==> src/ssp_map.svh <==
// Constants for the serial position slave: frame layout and timing.
// Assumes a 40 MHz core clock; included by the package and the design.
`ifndef SSP_MAP_SVH
`define SSP_MAP_SVH
`define SSP_CLK_MHZ 40
`define SSP_TOUT_NS 7000
`define SSP_TOUT_CYC ((`SSP_TOUT_NS * `SSP_CLK_MHZ) / 1000)
`define SSP_START_MIN 8
`define SSP_START_MAX 64
`define SSP_START_DEF 7'h08
`define SSP_TURN_W 16
`define SSP_ANGLE_W 17
`define SSP_SHIFT_W 35
`define SSP_VAR_MULTI 2'h0
`define SSP_VAR_SINGLE 2'h1
`define SSP_VAR_EXT 2'h2
`endif

==> src/ssp_pkg.sv <==
// Types for the serial position slave.
// Assumes ssp_map.svh is on the include path.
`include "ssp_map.svh"
package ssp_pkg;
  typedef struct packed {
    logic [`SSP_TURN_W-1:0] turns;
    logic [`SSP_ANGLE_W-1:0] angle;
    logic healthy;
  } ssp_pos_t;
  typedef enum logic [1:0] {
    SSP_IDLE = 2'b00,
    SSP_ARMED = 2'b01,
    SSP_START = 2'b10,
    SSP_DATA = 2'b11
  } ssp_state_t;
endpackage

==> src/ssp_slave.sv <==
// Synchronous serial position slave: clock in from the master, data out.
// Assumes the position source is on clk; the master clock is asynchronous.
//
// Contract
// - Position is captured on the first falling master clock edge.
// - Data goes low on first rising edge and stays low for start phase.
// - Start phase length is 8 to 64 bits, default 8.
// - Multiturn: 16-bit turn count then 17-bit angle, MSB first.
// - Single-turn: only the 17-bit angle, MSB first.
// - Extended: a zero bit then a status bit follow the angle.
// - Status bit is one when healthy, zero on internal error.
// - Clock idle beyond the timeout aborts and ends the frame.
// - End of frame recognised within 7 us of idle clock.
// - Frames are framed only by master clock; device never drives it.
`timescale 1ns/1ps
`include "ssp_map.svh"
module ssp_slave (
  input wire logic clk,
  input wire logic resetn,
  input wire logic master_clock_line,
  input wire ssp_pkg::ssp_pos_t position,
  input wire logic [6:0] start_bits,
  input wire logic [1:0] variant,
  output logic data_out
);
  // Timeout in core cycles; the synchroniser lag is taken off so that the
  // end of a frame is seen within the idle limit measured at the pin
  localparam logic [8:0] TOUT_CYC = 9'(`SSP_TOUT_CYC);
  localparam logic [8:0] SYNC_LAG = 9'h004;
  localparam logic [8:0] TOUT_END = TOUT_CYC - SYNC_LAG;

  // Synchroniser stages for the master clock
  logic clk_s1_q;
  logic clk_s2_q;
  logic clk_s3_q;
  // Synchroniser stages for the configuration pins
  logic [6:0] start_s1_q;
  logic [6:0] start_s2_q;
  logic [1:0] var_s1_q;
  logic [1:0] var_s2_q;
  // Frame sequencer
  ssp_pkg::ssp_state_t state_q;
  ssp_pkg::ssp_state_t state_d;
  // Idle timer
  logic [8:0] idle_q;
  logic [8:0] idle_d;
  // Start-phase and data bit counters
  logic [6:0] cnt_q;
  logic [6:0] cnt_d;
  logic [5:0] bits_q;
  logic [5:0] bits_d;
  // Transmit shift path and data line
  logic [`SSP_SHIFT_W-1:0] shift_q;
  logic [`SSP_SHIFT_W-1:0] shift_d;
  logic data_q;
  logic data_d;

  // Master clock edges; only the second and third stages are read here
  wire fall = clk_s3_q & ~clk_s2_q;
  wire rise = ~clk_s3_q & clk_s2_q;
  wire timeout = (idle_q == TOUT_END);

  // Current state decodes
  wire in_idle = (state_q == ssp_pkg::SSP_IDLE);
  wire in_data = (state_q == ssp_pkg::SSP_DATA);

  // Start length clamped to 8..64, zero means the default
  wire [6:0] start_len = (start_s2_q == 7'h00) ? `SSP_START_DEF :
    (start_s2_q < 7'(`SSP_START_MIN)) ? 7'(`SSP_START_MIN) :
    (start_s2_q > 7'(`SSP_START_MAX)) ? 7'(`SSP_START_MAX) : start_s2_q;

  // Frame image, left aligned, per variant; unused tail bits are zero
  wire [`SSP_SHIFT_W-1:0] img_multi = {position.turns, position.angle, 2'b00};
  wire [`SSP_SHIFT_W-1:0] img_single = {position.angle, 18'h00000};
  wire [`SSP_SHIFT_W-1:0] img_ext =
    {position.turns, position.angle, 1'b0, position.healthy};

  // Variant selection; code 3 falls back to the multiturn layout
  wire sel_single = (var_s2_q == `SSP_VAR_SINGLE);
  wire sel_ext = (var_s2_q == `SSP_VAR_EXT);
  wire [`SSP_SHIFT_W-1:0] image = sel_single ? img_single :
    sel_ext ? img_ext : img_multi;
  wire [5:0] data_len = sel_single ? 6'd17 :
    sel_ext ? 6'd35 : 6'd33;
  wire bits_done = (bits_q == data_len);

  // Idle timer next value: restart on any edge, hold once expired
  assign idle_d = (fall | rise) ? 9'h000 :
    timeout ? idle_q : idle_q + 9'h001;

  // Counter next values: cleared in idle, counted on rising edges
  assign cnt_d = in_idle ? 7'h00 :
    (rise && !in_data) ? cnt_q + 7'h01 : cnt_q;
  assign bits_d = in_idle ? 6'h00 :
    (rise && in_data && !bits_done) ? bits_q + 6'h01 : bits_q;

  // Shift next value: image taken at the first falling edge of a frame
  assign shift_d = (in_idle && fall) ? image :
    (in_data && rise) ? {shift_q[`SSP_SHIFT_W-2:0], 1'b0} : shift_q;

  // Next state decodes for the data line
  wire next_idle = (state_d == ssp_pkg::SSP_IDLE);
  wire next_start = (state_d == ssp_pkg::SSP_START);
  wire next_data = (state_d == ssp_pkg::SSP_DATA);

  // First data bit is the image MSB; later ones follow the shift path
  wire first_bit = shift_q[`SSP_SHIFT_W-1];
  wire later_bit = bits_done ? 1'b0 : shift_q[`SSP_SHIFT_W-2];

  // Data line: high idle, low in start phase, MSB first in data phase
  assign data_d = next_idle ? 1'b1 :
    (rise && next_start) ? 1'b0 :
    (rise && next_data) ? (in_data ? later_bit : first_bit) : data_q;

  // Synchroniser for the master clock; the device only ever reads it
  always_ff @(posedge clk or negedge resetn)
  begin
    if (!resetn)
    begin
      clk_s1_q <= 1'b1;
      clk_s2_q <= 1'b1;
      clk_s3_q <= 1'b1;
    end
    else
    begin
      clk_s1_q <= master_clock_line;
      clk_s2_q <= clk_s1_q;
      clk_s3_q <= clk_s2_q;
    end
  end

  // Synchroniser for the start length and variant pins
  always_ff @(posedge clk or negedge resetn)
  begin
    if (!resetn)
    begin
      start_s1_q <= 7'h00;
      start_s2_q <= 7'h00;
      var_s1_q <= `SSP_VAR_MULTI;
      var_s2_q <= `SSP_VAR_MULTI;
    end
    else
    begin
      start_s1_q <= start_bits;
      start_s2_q <= start_s1_q;
      var_s1_q <= variant;
      var_s2_q <= var_s1_q;
    end
  end

  // Frame sequencing; an expired timer ends any frame unless a falling edge is seen in the same cycle
  always_comb
  begin
    state_d = state_q;
    case (state_q)
      ssp_pkg::SSP_IDLE:
      begin
        if (fall)
          state_d = ssp_pkg::SSP_ARMED;
      end
      ssp_pkg::SSP_ARMED:
      begin
        if (rise)
          state_d = ssp_pkg::SSP_START;
      end
      ssp_pkg::SSP_START:
      begin
        if (rise && cnt_q == start_len)
          state_d = ssp_pkg::SSP_DATA;
      end
      ssp_pkg::SSP_DATA:
      begin
        state_d = ssp_pkg::SSP_DATA;
      end
      default:
      begin
        state_d = ssp_pkg::SSP_IDLE;
      end
    endcase
    if (timeout && !fall && !in_idle)
      state_d = ssp_pkg::SSP_IDLE;
  end

  // State register
  always_ff @(posedge clk or negedge resetn)
  begin
    if (!resetn)
      state_q <= ssp_pkg::SSP_IDLE;
    else
      state_q <= state_d;
  end

  // Idle timer register
  always_ff @(posedge clk or negedge resetn)
  begin
    if (!resetn)
      idle_q <= 9'h000;
    else
      idle_q <= idle_d;
  end

  // Start-phase counter and data bit counter registers
  always_ff @(posedge clk or negedge resetn)
  begin
    if (!resetn)
    begin
      cnt_q <= 7'h00;
      bits_q <= 6'h00;
    end
    else
    begin
      cnt_q <= cnt_d;
      bits_q <= bits_d;
    end
  end

  // Shift path register
  always_ff @(posedge clk or negedge resetn)
  begin
    if (!resetn)
      shift_q <= '0;
    else
      shift_q <= shift_d;
  end

  // Data line register; idles high so a fresh reset looks like no frame
  always_ff @(posedge clk or negedge resetn)
  begin
    if (!resetn)
      data_q <= 1'b1;
    else
      data_q <= data_d;
  end

  // The pin comes straight from the data register
  assign data_out = data_q;
endmodule

==> config.mk <==
export PLATFORM = sky130hd
export DESIGN_NAME = ssp_slave
export DESIGN_NICKNAME = d
export VERILOG_FILES = /design/src/ssp_pkg.sv /design/src/ssp_slave.sv
export VERILOG_INCLUDE_DIRS = /design/src
export SDC_FILE = /design/constraint.sdc
export NUM_CORES = 1
export LEC_CHECK = 0
export ABC_CLOCK_PERIOD_IN_PS = 5800
export BUFFER_PORTS_ARGS = -buffer_cell sky130_fd_sc_hd__buf_2
export CAP_MARGIN = 20
export CORE_MARGIN = 2
export CORE_UTILIZATION = 35
export DETAILED_ROUTE_END_ITERATION = 12
export SYNTH_ARGS = -nofsm -noshare
export SYNTH_HDL_FRONTEND = slang
export SYNTH_SLANG_ARGS = --single-unit
export TNS_END_PERCENT = 50
==> constraint.sdc <==
create_clock -name clk -period 5.8 [get_ports clk]
set_clock_uncertainty 0.2 [all_clocks]
set_input_delay 0.87 -clock clk [delete_from_list [all_inputs] [get_ports clk]]
set_output_delay 0.87 -clock clk [all_outputs]
set_load 0.1 [all_outputs]
# Word level (Yosys, flattened, before mapping)
# Cells that the tools add are included.
[word_totals] register_bits=81 in_bits=46 elab_cells=79
[op_classes] addsub=3 n_lt_le_gt_ge=2 eq_ne=11 mux=25 bitwise_logic=5 reduce_logical=20
[op_table] cell="35-bit 2-to-1 mux" count=3
[op_table] cell="7-bit 2-to-1 mux" count=5
[op_table] cell="6-bit 2-to-1 mux" count=3
[op_table] cell="9-bit 2-to-1 mux" count=2
[op_table] cell="2-bit equality test, second input constant" count=5
[op_table] cell="2-bit 2-to-1 mux" count=5
[op_table] cell="9-bit by 1-bit adder with 9-bit output, second input constant" count=1
[op_table] cell="9-bit equality test, second input constant" count=1
[op_table] cell="1-bit logical AND" count=9
[op_table] cell="2-bit case mux with 4 select lines" count=1
[op_table] cell="7-bit by 1-bit adder with 7-bit output, second input constant" count=1
[op_table] cell="7-bit equality test" count=1
[op_table] cell="7-bit > comparator, second input constant" count=1
[op_table] cell="7-bit logical NOT" count=1
[op_table] cell="7-bit by 4-bit less-than comparator with 1-bit output, second input constant" count=1
[op_table] cell="6-bit by 1-bit adder with 6-bit output, second input constant" count=1
[op_table] cell="6-bit equality test" count=1
[op_table] cell="1-bit 2-to-1 mux" count=6
[op_table] cell="2-bit nonzero test" count=3
[op_table] cell="2-bit by 1-bit equality test with 1-bit output, second input constant" count=2
[op_table] cell="1-bit logical NOT" count=4
[op_table] cell="2-bit logical NOT" count=2
[op_table] cell="3-bit nonzero test" count=1
[op_table] cell="1-bit bitwise AND" count=2
[op_table] cell="other kinds (3)" count=4

# Logic depth before layout (Yosys ltp)
# Gate-level depths: netlist of the first run.
[depth] word_depth=14 depth_mapped=8

# Least setup slack after synthesis of the first run
# No wires, ideal clock.
[synth_path] kind="reg2reg" from="register clk_s2_q" to="register cnt_q[5]" setup_time_ns=0.132 arrival_ns=1.689 t_required_ns=5.468 path_slack_ns=3.779 stages_incl_launch_ff=8 n_path_buf=0 synth_period_minus_slack_ns=2.021 path_cell_list="dfstp_2 ha_1 inv_1 maj3_2 and4b_1 and3_1 xnor2_1 nor2_1"
[synth_between] elab_chain_len=3
[synth_lines] element="start: declaration" line="ssp_slave.sv:34" text="logic clk_s2_q;"
[synth_lines] element="start signal: assignment" line="ssp_slave.sv:127" text="clk_s2_q <= clk_s1_q;"
[synth_lines] element="1-bit bitwise AND" line="ssp_slave.sv:60" text="wire rise = ~clk_s3_q & clk_s2_q;"
[synth_lines] element="1-bit logical AND" line="ssp_slave.sv:93" text="(rise && !in_data) ? cnt_q + 7'h01 : cnt_q;"
[synth_lines] element="2-bit nonzero test (no line)"
[synth_lines] element="end signal: assignment" line="ssp_slave.sv:212" text="cnt_q <= cnt_d;"
[synth_lines] element="end: declaration" line="ssp_slave.sv:48" text="logic [6:0] cnt_q;"
# No other way between the ends.
# A chain may end at the register's enable or synchronous reset.

# Worst setup path after layout of the first run
[layout_path] from="register clk_s2_q" to="register bits_q[1]"
[layout_between] elab_chain_len=4
[layout_lines] element="1-bit bitwise AND" line="ssp_slave.sv:60"
[layout_lines] element="1-bit logical AND (2 in series)" line="ssp_slave.sv:95" text="(rise && in_data && !bits_done) ? bits_q + 6'h01 : bits_q;"
[layout_lines] element="2-bit nonzero test (no line)"
[layout_lines] element="end signal: assignment" line="ssp_slave.sv:213" text="bits_q <= bits_d;"
[layout_lines] element="end: declaration" line="ssp_slave.sv:50" text="logic [5:0] bits_q;"
# No other way between the ends.

==> results of run 1 <==
-- logic make-up after synthesis --
family          share of synthesized area
flops                               0.523
compound gates                      0.130
buf+inv                            0.0383
fa+ha+maj                          0.0222
xor+xnor                           0.0428
simple gates                        0.197
mux                                0.0464
-- per-layer routing --
metal / wire [µm] / GRT usage / part of all wire / vias to the layer above
li1: - / - / - / 1431
met3: 343 / 0.0415 / 0.042 / 17
met5: 13 / 0 / 0.0016 / -
met2: 3790 / 0.208 / 0.46 / 45
met4: 225 / 0.0759 / 0.028 / 2
met1: 3810 / 0.205 / 0.47 / 1386
-- where the power goes --
group	total, mW	switching (mW)	internal [mW]
Clock	0.455	0.204	0.251
Sequential	0.820	0.106	0.714
Combinational	0.398	0.212	0.186
Total	1.67	0.522	1.15
-- critical path: stages (launching register included) --
cell	delay [ns]
dfstp_2	0.55
ha_1	0.40
nand3_2	0.75
a31oi_2	0.55
mux2i_1	0.23
nor2_1	0.05
-- worst min-delay path by stage --
stage,startpoint,end,slack (ns),cells past startpoint
after floorplan,start_s1_q[0],start_s2_q[0],0.13,0
after global placement,start_s1_q[0],start_s2_q[0],0.13,0
after detailed placement,start_s1_q[1],start_s2_q[1],0.13,0
after CTS,start_s1_q[1],start_s2_q[1],0.15,0
after global routing,start_s1_q[1],start_s2_q[1],0.16,0
final,start_s1_q[5],start_s2_q[5],0.15,0
-- layout make-up --
class | instances | area, µm²
multi-input cells | 274 | 1700
repair buffers | 51 | 310
clock buffers | 10 | 138
well taps | 140 | 175
fillers | 1061 | 6370
inverters | 9 | 33.8
flip-flops and latches | 81 | 2030
clock inverters | 5 | 80.1
-- flip-flops by register name (all words and copies together), names as in the netlist --
name        cells
bits_q          6
clk_s1_q        1
clk_s2_q        1
clk_s3_q        1
cnt_q           7
data_out        1
idle_q          9
shift_q        35
start_s1_q      7
start_s2_q      7
state_q         2
var_s1_q        2
var_s2_q        2
-- through the flow --
stage,std cells,util,hold WS [ns],instance area [µm²]
after detailed placement,552,0.387,0.135,4200
final,570,0.413,0.150,4470
after floorplan,387,-,0.131,3880
after CTS,567,0.408,0.153,4420
after global routing,570,0.413,0.159,4470
after global placement,551,0.386,0.133,4190
-- cells in the final DEF (no fill, tap or decap), types with 3 or more instances in the layout --
cell type	netlist	layout
dfrtp_1	77	77
nand2_1	45	45
buf_2	6	45
nand3_1	25	25
and2_1	25	24
nor2_1	23	23
o21ai_0	20	20
a31oi_1	20	20
mux2i_1	18	18
a211oi_1	17	17
xnor2_1	14	14
a21oi_1	11	11
clkbuf_8	1	10
inv_1	9	9
nor2b_1	7	7
nor3_1	6	6
ha_1	6	6
xor2_1	5	5
nand4_1	4	4
dfstp_2	4	4
and3_1	3	3
buf_4	1	3
==> results by group, run 1 <==
Outcome
  – Status: finished, final reports clean

Global routing
  – First-pass GRT wire length: 13.4 mm
  – Overall routing resource usage: 0.147
  – Vias in the first global route: 2,715
  – Grt ovf: 0
  – Largest net degree at the start of global routing: 82
  – Initial antenna violation count: 1

Finish
  – Layout cell share with drive strength beyond 1: 0.174
  – Antenna Cells: 0
  – Layout area overhead: 15.2%
  – Nets: 478

Logic synthesis
  – Post-synthesis sequential area ratio: 0.523
  – Post-synth top flop: dfrtp_1
  – Count leader, synth: dfrtp_1
  – Top cell types by occurrence after synthesis: 77 x dfrtp_1, 45 x nand2_1, 25 x and2_1, 25 x nand3_1, 23 x nor2_1
  – Area fraction of the dominant cell type after synthesis: 0.496
  – Cell variety after synth: 45
  – Syn nets: 439
  – Syn Area/Cell: 10.0 µm²
  – Post-synth ARST share: 1.00
  – Synth area leaders: dfrtp_1 50%, mux2i_1 4.6%, nand2_1 4.3%, and2_1 4.0%, a211oi_1 3.3%
  – Synth warn: 0
  – Syn Inst Count: 387
  – Synthesized flop and latch total: 81
  – Yosys top cell by area: dfrtp_1
  – Post-synthesis cell area: 0.00388 mm²
  – Post-synth EDFFs: 0

Clocking
  – Clock Sink Count: 81
  – Number of gates resized after cts: 0
  – CTS tree: done
  – Post-CTS Hold Fix Bufs: 0
  – CTS H-tree lvls: 3
  – Post-CTS setup buffer count: 0
  – Clock transition at path regs: 0.08 ns
  – CTS buffer count: 9
  – CTS root buffer: clkbuf_8
  – Worst-Skew Late Latency: 0.36 ns
  – Clock buffer depth: 2

STA
  – Final-report hold violation count: 0
  – Slew HR: 0.412
  – Final WS setup: 2.93 ns
  – Unrepaired setup endpoints after global routing: false
  – Final Setup Violations: 0
  – Measured slew at the worst slew-check pin: 0.882 ns
  – Max-slew violations: 0
  – Final Cycle Share: 0.495
  – Fmax: 0.348 GHz
  – Setup_tns: 0 ns
  – Crit path time final: 2.87 ns

Critical path
  – Crit path from: clk_s2_q
  – Critical Path Sink: bits_q[1]
  – Reg2Reg Depth: 5
  – Kind of end point of the critical path: flip-flop
  – R2r setup slk: 2.93 ns
  – Reg2reg end: bits_q[1]
  – Startpoint Class: flip-flop
  – Critical path required time: 5.82 ns
  – Crit-path max FO: 36
  – R2r startpoint: clk_s2_q
  – WS Path Type: reg -> reg
  – Arr. time, crit path: 2.89 ns

Routing
  – DR WL/cell: 14.3 µm
  – Via Count: 2,881
  – Routed vias/inst: 5.05
  – ANT nets after route: 0
  – Drt initial violations: 143
  – DRT Pass-1 Iters: 4
  – Post-Route WL: 8.18 mm
  – Residual DRC: 0

Die
  – Die Ht: 109 µm
  – Initial Util: 0.358
  – Site Rows: 38
  – Overall die area: 0.0120 mm²
  – Core area: 0.0108 mm²
  – Die extent in x: 109 µm
  – Io pins: 47

Placed design
  – RePlAce Congestion: 0.833
  – # port buffers: 46
  – Final HPWL DP: 5.43 mm
  – Place WS: 2.58 ns

Power
  – Power Total: 1.67 mW
  – Static leakage: 2.04 nW
  – Power density cells: 374 mW/mm²
  – VDD IR-drop max: 0.160 mV

Run
  – Max-cap violations: 0

Worst hold path
  – Worst Hold Class: reg -> reg
Power figures use the tool's default switching activity.
==> run 2, diff against run 1 <==
ABC_AREA = 1   (was not set)
ABC_CLOCK_PERIOD_IN_PS = 3000   (was 5800)
clock period = 3 ns   (was 5.8 ns; I/O delays follow)
==> results by group, run 2 <==
Die
  – Initial Util: 0.358 (unchanged)
  – Core area: 0.0108 mm² (unchanged)
  – Io pins: 47 (unchanged)
  – Die Ht: 109 µm (unchanged)
  – Site Rows: 38 (unchanged)
  – Overall die area: 0.0120 mm² (unchanged)
  – Die extent in x: 109 µm (unchanged)

Logic synthesis
  – Syn Area/Cell: 8.39 µm² (-16%)
  – Synth warn: 0 (unchanged)
  – Synth area leaders: dfrtp_1 50%, o21ai_0 10%, nand2_1 7.7%, inv_1 5.2%, nor2_1 3.8%
  – Post-synth ARST share: 1.00 (unchanged)
  – Post-synth top flop: dfrtp_1
  – Cell variety after synth: 33 (-27%)
  – Syn nets: 515 (+17%)
  – Syn Inst Count: 463 (+20%)
  – Area fraction of the dominant cell type after synthesis: 0.496 (unchanged)
  – Post-synthesis sequential area ratio: 0.523 (unchanged)
  – Yosys top cell by area: dfrtp_1
  – Synthesized flop and latch total: 81 (unchanged)
  – Post-synthesis cell area: 0.00388 mm² (unchanged)
  – Post-synth EDFFs: 0 (unchanged)
  – Top cell types by occurrence after synthesis: 80 x nand2_1, 80 x o21ai_0, 77 x dfrtp_1

Critical path
  – Reg2Reg Depth: 8 (+3)
  – Crit-path max FO: 36 (unchanged)
  – Kind of end point of the critical path: flip-flop
  – R2r setup slk: 0.58 ns (-2.35 ns)
  – Critical path required time: 3.03 ns (-2.79 ns)
  – Startpoint Class: flip-flop
  – Reg2reg end: shift_q[11]
  – Arr. time, crit path: 2.45 ns (-0.44 ns)
  – WS Path Type: reg -> reg
  – R2r startpoint: clk_s2_q

STA
  – Unrepaired setup endpoints after global routing: false
  – Final Cycle Share: 0.808 (+0.313)
  – Crit path time final: 2.42 ns (-0.448 ns)
  – Final Setup Violations: 0 (unchanged)
  – Max-slew violations: 0 (unchanged)
  – Final-report hold violation count: 0 (unchanged)
  – Slew HR: 0.678 (+0.267)
  – Measured slew at the worst slew-check pin: 0.486 ns (-0.395 ns)
  – Tightest hold margin: 0.148 ns (-0.00202 ns)
  – Setup_tns: 0 ns (unchanged)
  – Fmax: 0.413 GHz (+18%)

Clocking
  – CTS root buffer: clkbuf_8
  – Clock Sink Count: 81 (unchanged)
  – CTS buffer count: 9 (unchanged)
  – Post-CTS setup buffer count: 0 (unchanged)
  – Clock buffer depth: 2 (unchanged)
  – Post-CTS Hold Fix Bufs: 10 (+10)
  – Clock transition at path regs: 0.08 ns (about the same)
  – CTS tree: done
  – Number of gates resized after cts: 0 (unchanged)
  – Worst-Skew Late Latency: 0.36 ns (about the same)
  – CTS H-tree lvls: 3 (unchanged)

Finish
  – Max FFs per register: 35 (unchanged)
  – Layout area overhead: 16.9%
  – Footprint of the multi-input gates: 0.00152 mm² (-11%)
  – Commonest non-fill, non-tap cells in the layout: 80 x nand2_1, 80 x o21ai_0, 77 x dfrtp_1
  – Antenna Cells: 0 (unchanged)
  – Final core utilization: 0.419 (+0.00612)
  – Nets: 568 (+19%)
  – Layout cell share with drive strength beyond 1: 0.161 (-0.0132)
  – Layout fillers: 1,087 (+2.5%)
  – Fin cells: 661 (+16%)
  – FF+latch area: 0.00203 mm² (unchanged)
  – Regs by FF count: shift_q (35), idle_q (9)
  – Largest Register: shift_q

Routing
  – Max layer used: met4
  – Met2 wire length: 3.81 mm (+0.55%)
  – DR WL/cell: 12.3 µm (-14%)
  – Routed vias/inst: 4.81 (-4.9%)
  – Drt initial violations: 237 (+66%)
  – ANT nets after route: 0 (unchanged)
  – DRT Pass-1 Iters: 4 (unchanged)
  – Post-Route WL: 8.14 mm (-0.45%)
  – Via Count: 3,177 (+10%)
  – Met1 WL: 3.93 mm (+3.2%)
  – Residual DRC: 0 (unchanged)
  – WL met3: 237 µm (-31%)

Global routing
  – Vias in the first global route: 2,968 (+9.3%)
  – First-pass GRT wire length: 13.5 mm (+0.92%)
  – Initial antenna violation count: 0 (-1)
  – Grt ovf: 0 (unchanged)
  – Largest net degree at the start of global routing: 82 (unchanged)
  – Overall routing resource usage: 0.145 (-0.00190)

Worst hold path
  – Hold Crit Endpoint: start_s2_q[4]
  – Worst Hold Class: reg -> reg
  – Startpoint of the most critical hold path: start_s1_q[4]
  – Worst Hold Path Cells: 0 (unchanged)

Run
  – Max-cap violations: 0 (unchanged)

Power
  – VDD IR-drop max: 0.262 mV (+64%)
  – Power Total: 3.13 mW (+87%)
  – Power density cells: 690 mW/mm² (+85%)
  – Static leakage: 2.15 nW (+5.2%)

Placed design
  – # port buffers: 46 (unchanged)
  – Final HPWL DP: 5.68 mm (+4.7%)
  – Cells after DPL: 633 (+15%)
  – RePlAce Congestion: 0.844 (+1.3%)

Outcome
  – Status: finished, final reports clean
==> run 2: report_power, final <==
part | switching [mW] | total, mW | internal (mW)
logic | 0.463 | 0.754 | 0.291
registers | 0.181 | 1.56 | 1.38
clock network | 0.409 | 0.817 | 0.408
==> run 2: area by class of cell <==
class,count,share of cell area
tap,140,0.0386
clock inverter,6,0.0149
inverter,59,0.0493
timing repair buffer,60,0.0849
clock buffer,10,0.0303
multi-input combinational,305,0.334
sequential,81,0.448
==> run 2: how the worst max path moves through the flow <==
stage	end	cells after the start	slack [ns]	start
after CTS	shift_q[14]	8	0.56	clk_s2_q
after detailed placement	shift_q[10]	8	0.56	clk_s2_q
final	shift_q[11]	8	0.58	clk_s2_q
after global routing	shift_q[12]	8	0.35	clk_s2_q
after floorplan	cnt_q[6]	10	1.23	clk_s2_q
after global placement	shift_q[10]	8	0.64	clk_s2_q
==> run 2: metrics by stage <==
| step | cell area [µm²] | setup WS [ns] |
|---|---|---|
| finish | 4540 | 0.577 |
| global route | 4540 | 0.345 |
| CTS | 4500 | 0.558 |
| detailed placement | 4200 | 0.564 |
| global placement | 4200 | 0.643 |
| floorplan | 3880 | 1.23 |
==> run 2: kinds of logic after synthesis <==
| family | share of synthesized area |
|---|---|
| XOR/XNOR | 0.00451 |
| adder cells (fa/ha/maj) | 0.0193 |
| AO/OA/AOI/OAI | 0.185 |
| buffers and inverters | 0.0860 |
| AND/OR/NAND/NOR | 0.182 |
| flip-flops | 0.523 |
==> run 2: metal layers <==
| layer | global-route usage | vias to the layer above |
|---|---|---|
| li1 | - | 1646 |
| met1 | 0.200 | 1476 |
| met2 | 0.223 | 41 |
| met3 | 0.0290 | 14 |
| met4 | 0.0615 | 0 |
| met5 | 0 | - |
==> run 2: worst max-delay path, stage by stage, from the launching register on <==
cell and delay (ns):
dfstp_2 0.55, inv_1 0.04, ha_1 0.18, inv_1 0.10, nor2_4 0.06, inv_4 0.27
nand2_4 0.28, inv_2 0.42, o21ai_0 0.17
==> run 3, diff against run 2 <==
ABC_CLOCK_PERIOD_IN_PS = 2300   (was 3000)
clock period = 2.3 ns   (was 3 ns; I/O delays follow)
==> results by group, run 3 (synthesized netlist as in run 2, its figures left out) <==
Finish
  – Fin cells: 665 (+0.61%)
  – Footprint of the multi-input gates: 0.00152 mm² (unchanged)
  – Layout area overhead: 17.2%
  – Nets: 572 (+0.70%)
  – Regs by FF count: shift_q (35), idle_q (9)
  – Largest Register: shift_q
  – Design Area, Final: 0.00455 mm² (+0.28%)
  – Antenna Cells: 0 (unchanged)
  – Layout fillers: 1,077 (-0.92%)
  – Max FFs per register: 35 (unchanged)
  – Layout cell share with drive strength beyond 1: 0.168 (+0.00639)
  – Commonest non-fill, non-tap cells in the layout: 80 x nand2_1, 80 x o21ai_0, 77 x dfrtp_1
  – FF+latch area: 0.00203 mm² (unchanged)

Global routing
  – Grt ovf: 0 (unchanged)
  – Overall routing resource usage: 0.151 (+0.00547)
  – First-pass GRT wire length: 13.9 mm (+2.8%)
  – Largest net degree at the start of global routing: 48 (-41%)
  – Vias in the first global route: 2,968 (unchanged)
  – Initial antenna violation count: 0 (unchanged)

STA
  – Setup_tns: 0 ns (unchanged)
  – Measured slew at the worst slew-check pin: 0.484 ns (-0.00213 ns)
  – Final-report hold violation count: 0 (unchanged)
  – Slew HR: 0.680 (+0.00141)
  – Final Setup Violations: 0 (unchanged)
  – Crit path time final: 2.04 ns (-0.383 ns)
  – Fmax: 0.490 GHz (+19%)
  – Unrepaired setup endpoints after global routing: false
  – Final Cycle Share: 0.887 (+0.0792)
  – Max-slew violations: 0 (unchanged)

Die
  – Initial Util: 0.358 (unchanged)
  – Overall die area: 0.0120 mm² (unchanged)
  – Core area: 0.0108 mm² (unchanged)
  – Site Rows: 38 (unchanged)
  – Die extent in x: 109 µm (unchanged)
  – Die Ht: 109 µm (unchanged)
  – Io pins: 47 (unchanged)

Routing
  – Drt initial violations: 175 (-26%)
  – Routed vias/inst: 4.79 (-0.32%)
  – DRT Pass-1 Iters: 4 (unchanged)
  – Residual DRC: 0 (unchanged)
  – Via Count: 3,186 (+0.28%)
  – DR WL/cell: 12.3 µm (about the same)
  – ANT nets after route: 0 (unchanged)
  – Post-Route WL: 8.19 mm (+0.59%)

Clocking
  – CTS tree: done
  – Number of gates resized after cts: 0 (unchanged)
  – Clock transition at path regs: 0.08 ns (about the same)
  – Post-CTS setup buffer count: 0 (unchanged)
  – CTS H-tree lvls: 3 (unchanged)
  – Clock Sink Count: 81 (unchanged)
  – Worst-Skew Late Latency: 0.35 ns (about the same)
  – Post-CTS Hold Fix Bufs: 11 (+1)
  – Clock buffer depth: 2 (unchanged)
  – CTS root buffer: clkbuf_8
  – CTS buffer count: 9 (unchanged)

Placed design
  – Placed cell areas: 0.00425 mm² (+1.2%)
  – # port buffers: 46 (unchanged)
  – Cells after DPL: 638 (+0.79%)
  – Final HPWL DP: 5.99 mm (+5.5%)
  – RePlAce Congestion: 0.840 (-0.38%)

Power
  – Power density cells: 887 mW/mm² (+28%)
  – Static leakage: 2.17 nW (+0.86%)
  – VDD IR-drop max: 0.288 mV (+9.8%)

Critical path
  – CP max stage cell: dfstp_2
  – Critical path required time: 2.37 ns (-0.66 ns)
  – Kind of end point of the critical path: flip-flop
  – Crit-path cells: ha_1, inv_1, nor2_1, inv_1, nand2_4, buf_4, nor2_1, a31oi_1
  – Arr. time, crit path: 2.11 ns (-0.34 ns)
  – Startpoint Class: flip-flop
  – WS Path Type: reg -> reg
  – Crit-path max FO: 35 (-2.8%)
  – Crit-path leading delay family: flip-flops
  – Max incr delay on CP: 0.54 ns (about the same)
  – CP Buf/Inv Count: 3 (-1)

Worst hold path
  – Worst Hold Class: in -> reg

Outcome
  – Status: finished, final reports clean

Run
  – Max-cap violations: 0 (unchanged)
-- run 3: area by class of cell --
type                    count  area share
clock inverters             6      0.0126
well taps                 140      0.0385
inverters                  59      0.0492
repair buffers             64      0.0896
clock buffers              10      0.0302
flip-flops and latches     81       0.446
multi-input cells         305       0.333
-- run 3: final timing paths --
kind	startpoint	endpoint	slack [ns]	depth (start not counted)
max in group asynchronous	resetn	bits_q[0]	1.01	3
min in group asynchronous	resetn	cnt_q[6]	0.24	2
hold reg to reg	start_s1_q[5]	start_s2_q[5]	0.15	0
setup / recovery	clk_s2_q	shift_q[24]	0.26	8
hold / removal	position[0]	shift_q[0]	0.07	3
setup reg to reg	clk_s2_q	shift_q[24]	0.26	8
-- run 3: report_power, final --
part           switching (mW)  internal [mW]  total (mW)
clock network           0.496          0.523        1.02
registers               0.236           1.80        2.04
logic                   0.598          0.382       0.980
-- run 3: stage by stage --
| step | hold WS (ns) | worst slack [ns] | util | power, mW |
|---|---|---|---|---|
| 5_1_grt | 0.0803 | 0.0701 | 0.420 | 4.36 |
| 6_report | 0.0735 | 0.261 | 0.420 | 4.04 |
| 4_1_cts | 0.0522 | 0.260 | 0.420 | 4.09 |
| 2_1_floorplan | -0.151 | 0.529 | - | 2.77 |
| 3_3_place_gp | 0.0787 | 0.314 | 0.392 | 3.00 |
| 3_5_place_dp | 0.0833 | 0.271 | 0.392 | 3.03 |
-- run 3: tightest hold or removal path, stage by stage --
cell and delay [ns]:
buf_2 0.08, nand4_1 0.09, o21ai_0 0.07
-- run 3: per-layer routing --
layer,part of all wire,vias up,GRT usage
met1,0.50,1484,0.216
met4,0.015,0,0.0606
met5,0,-,0
li1,-,1653,-
met2,0.46,41,0.219
met3,0.030,8,0.0356
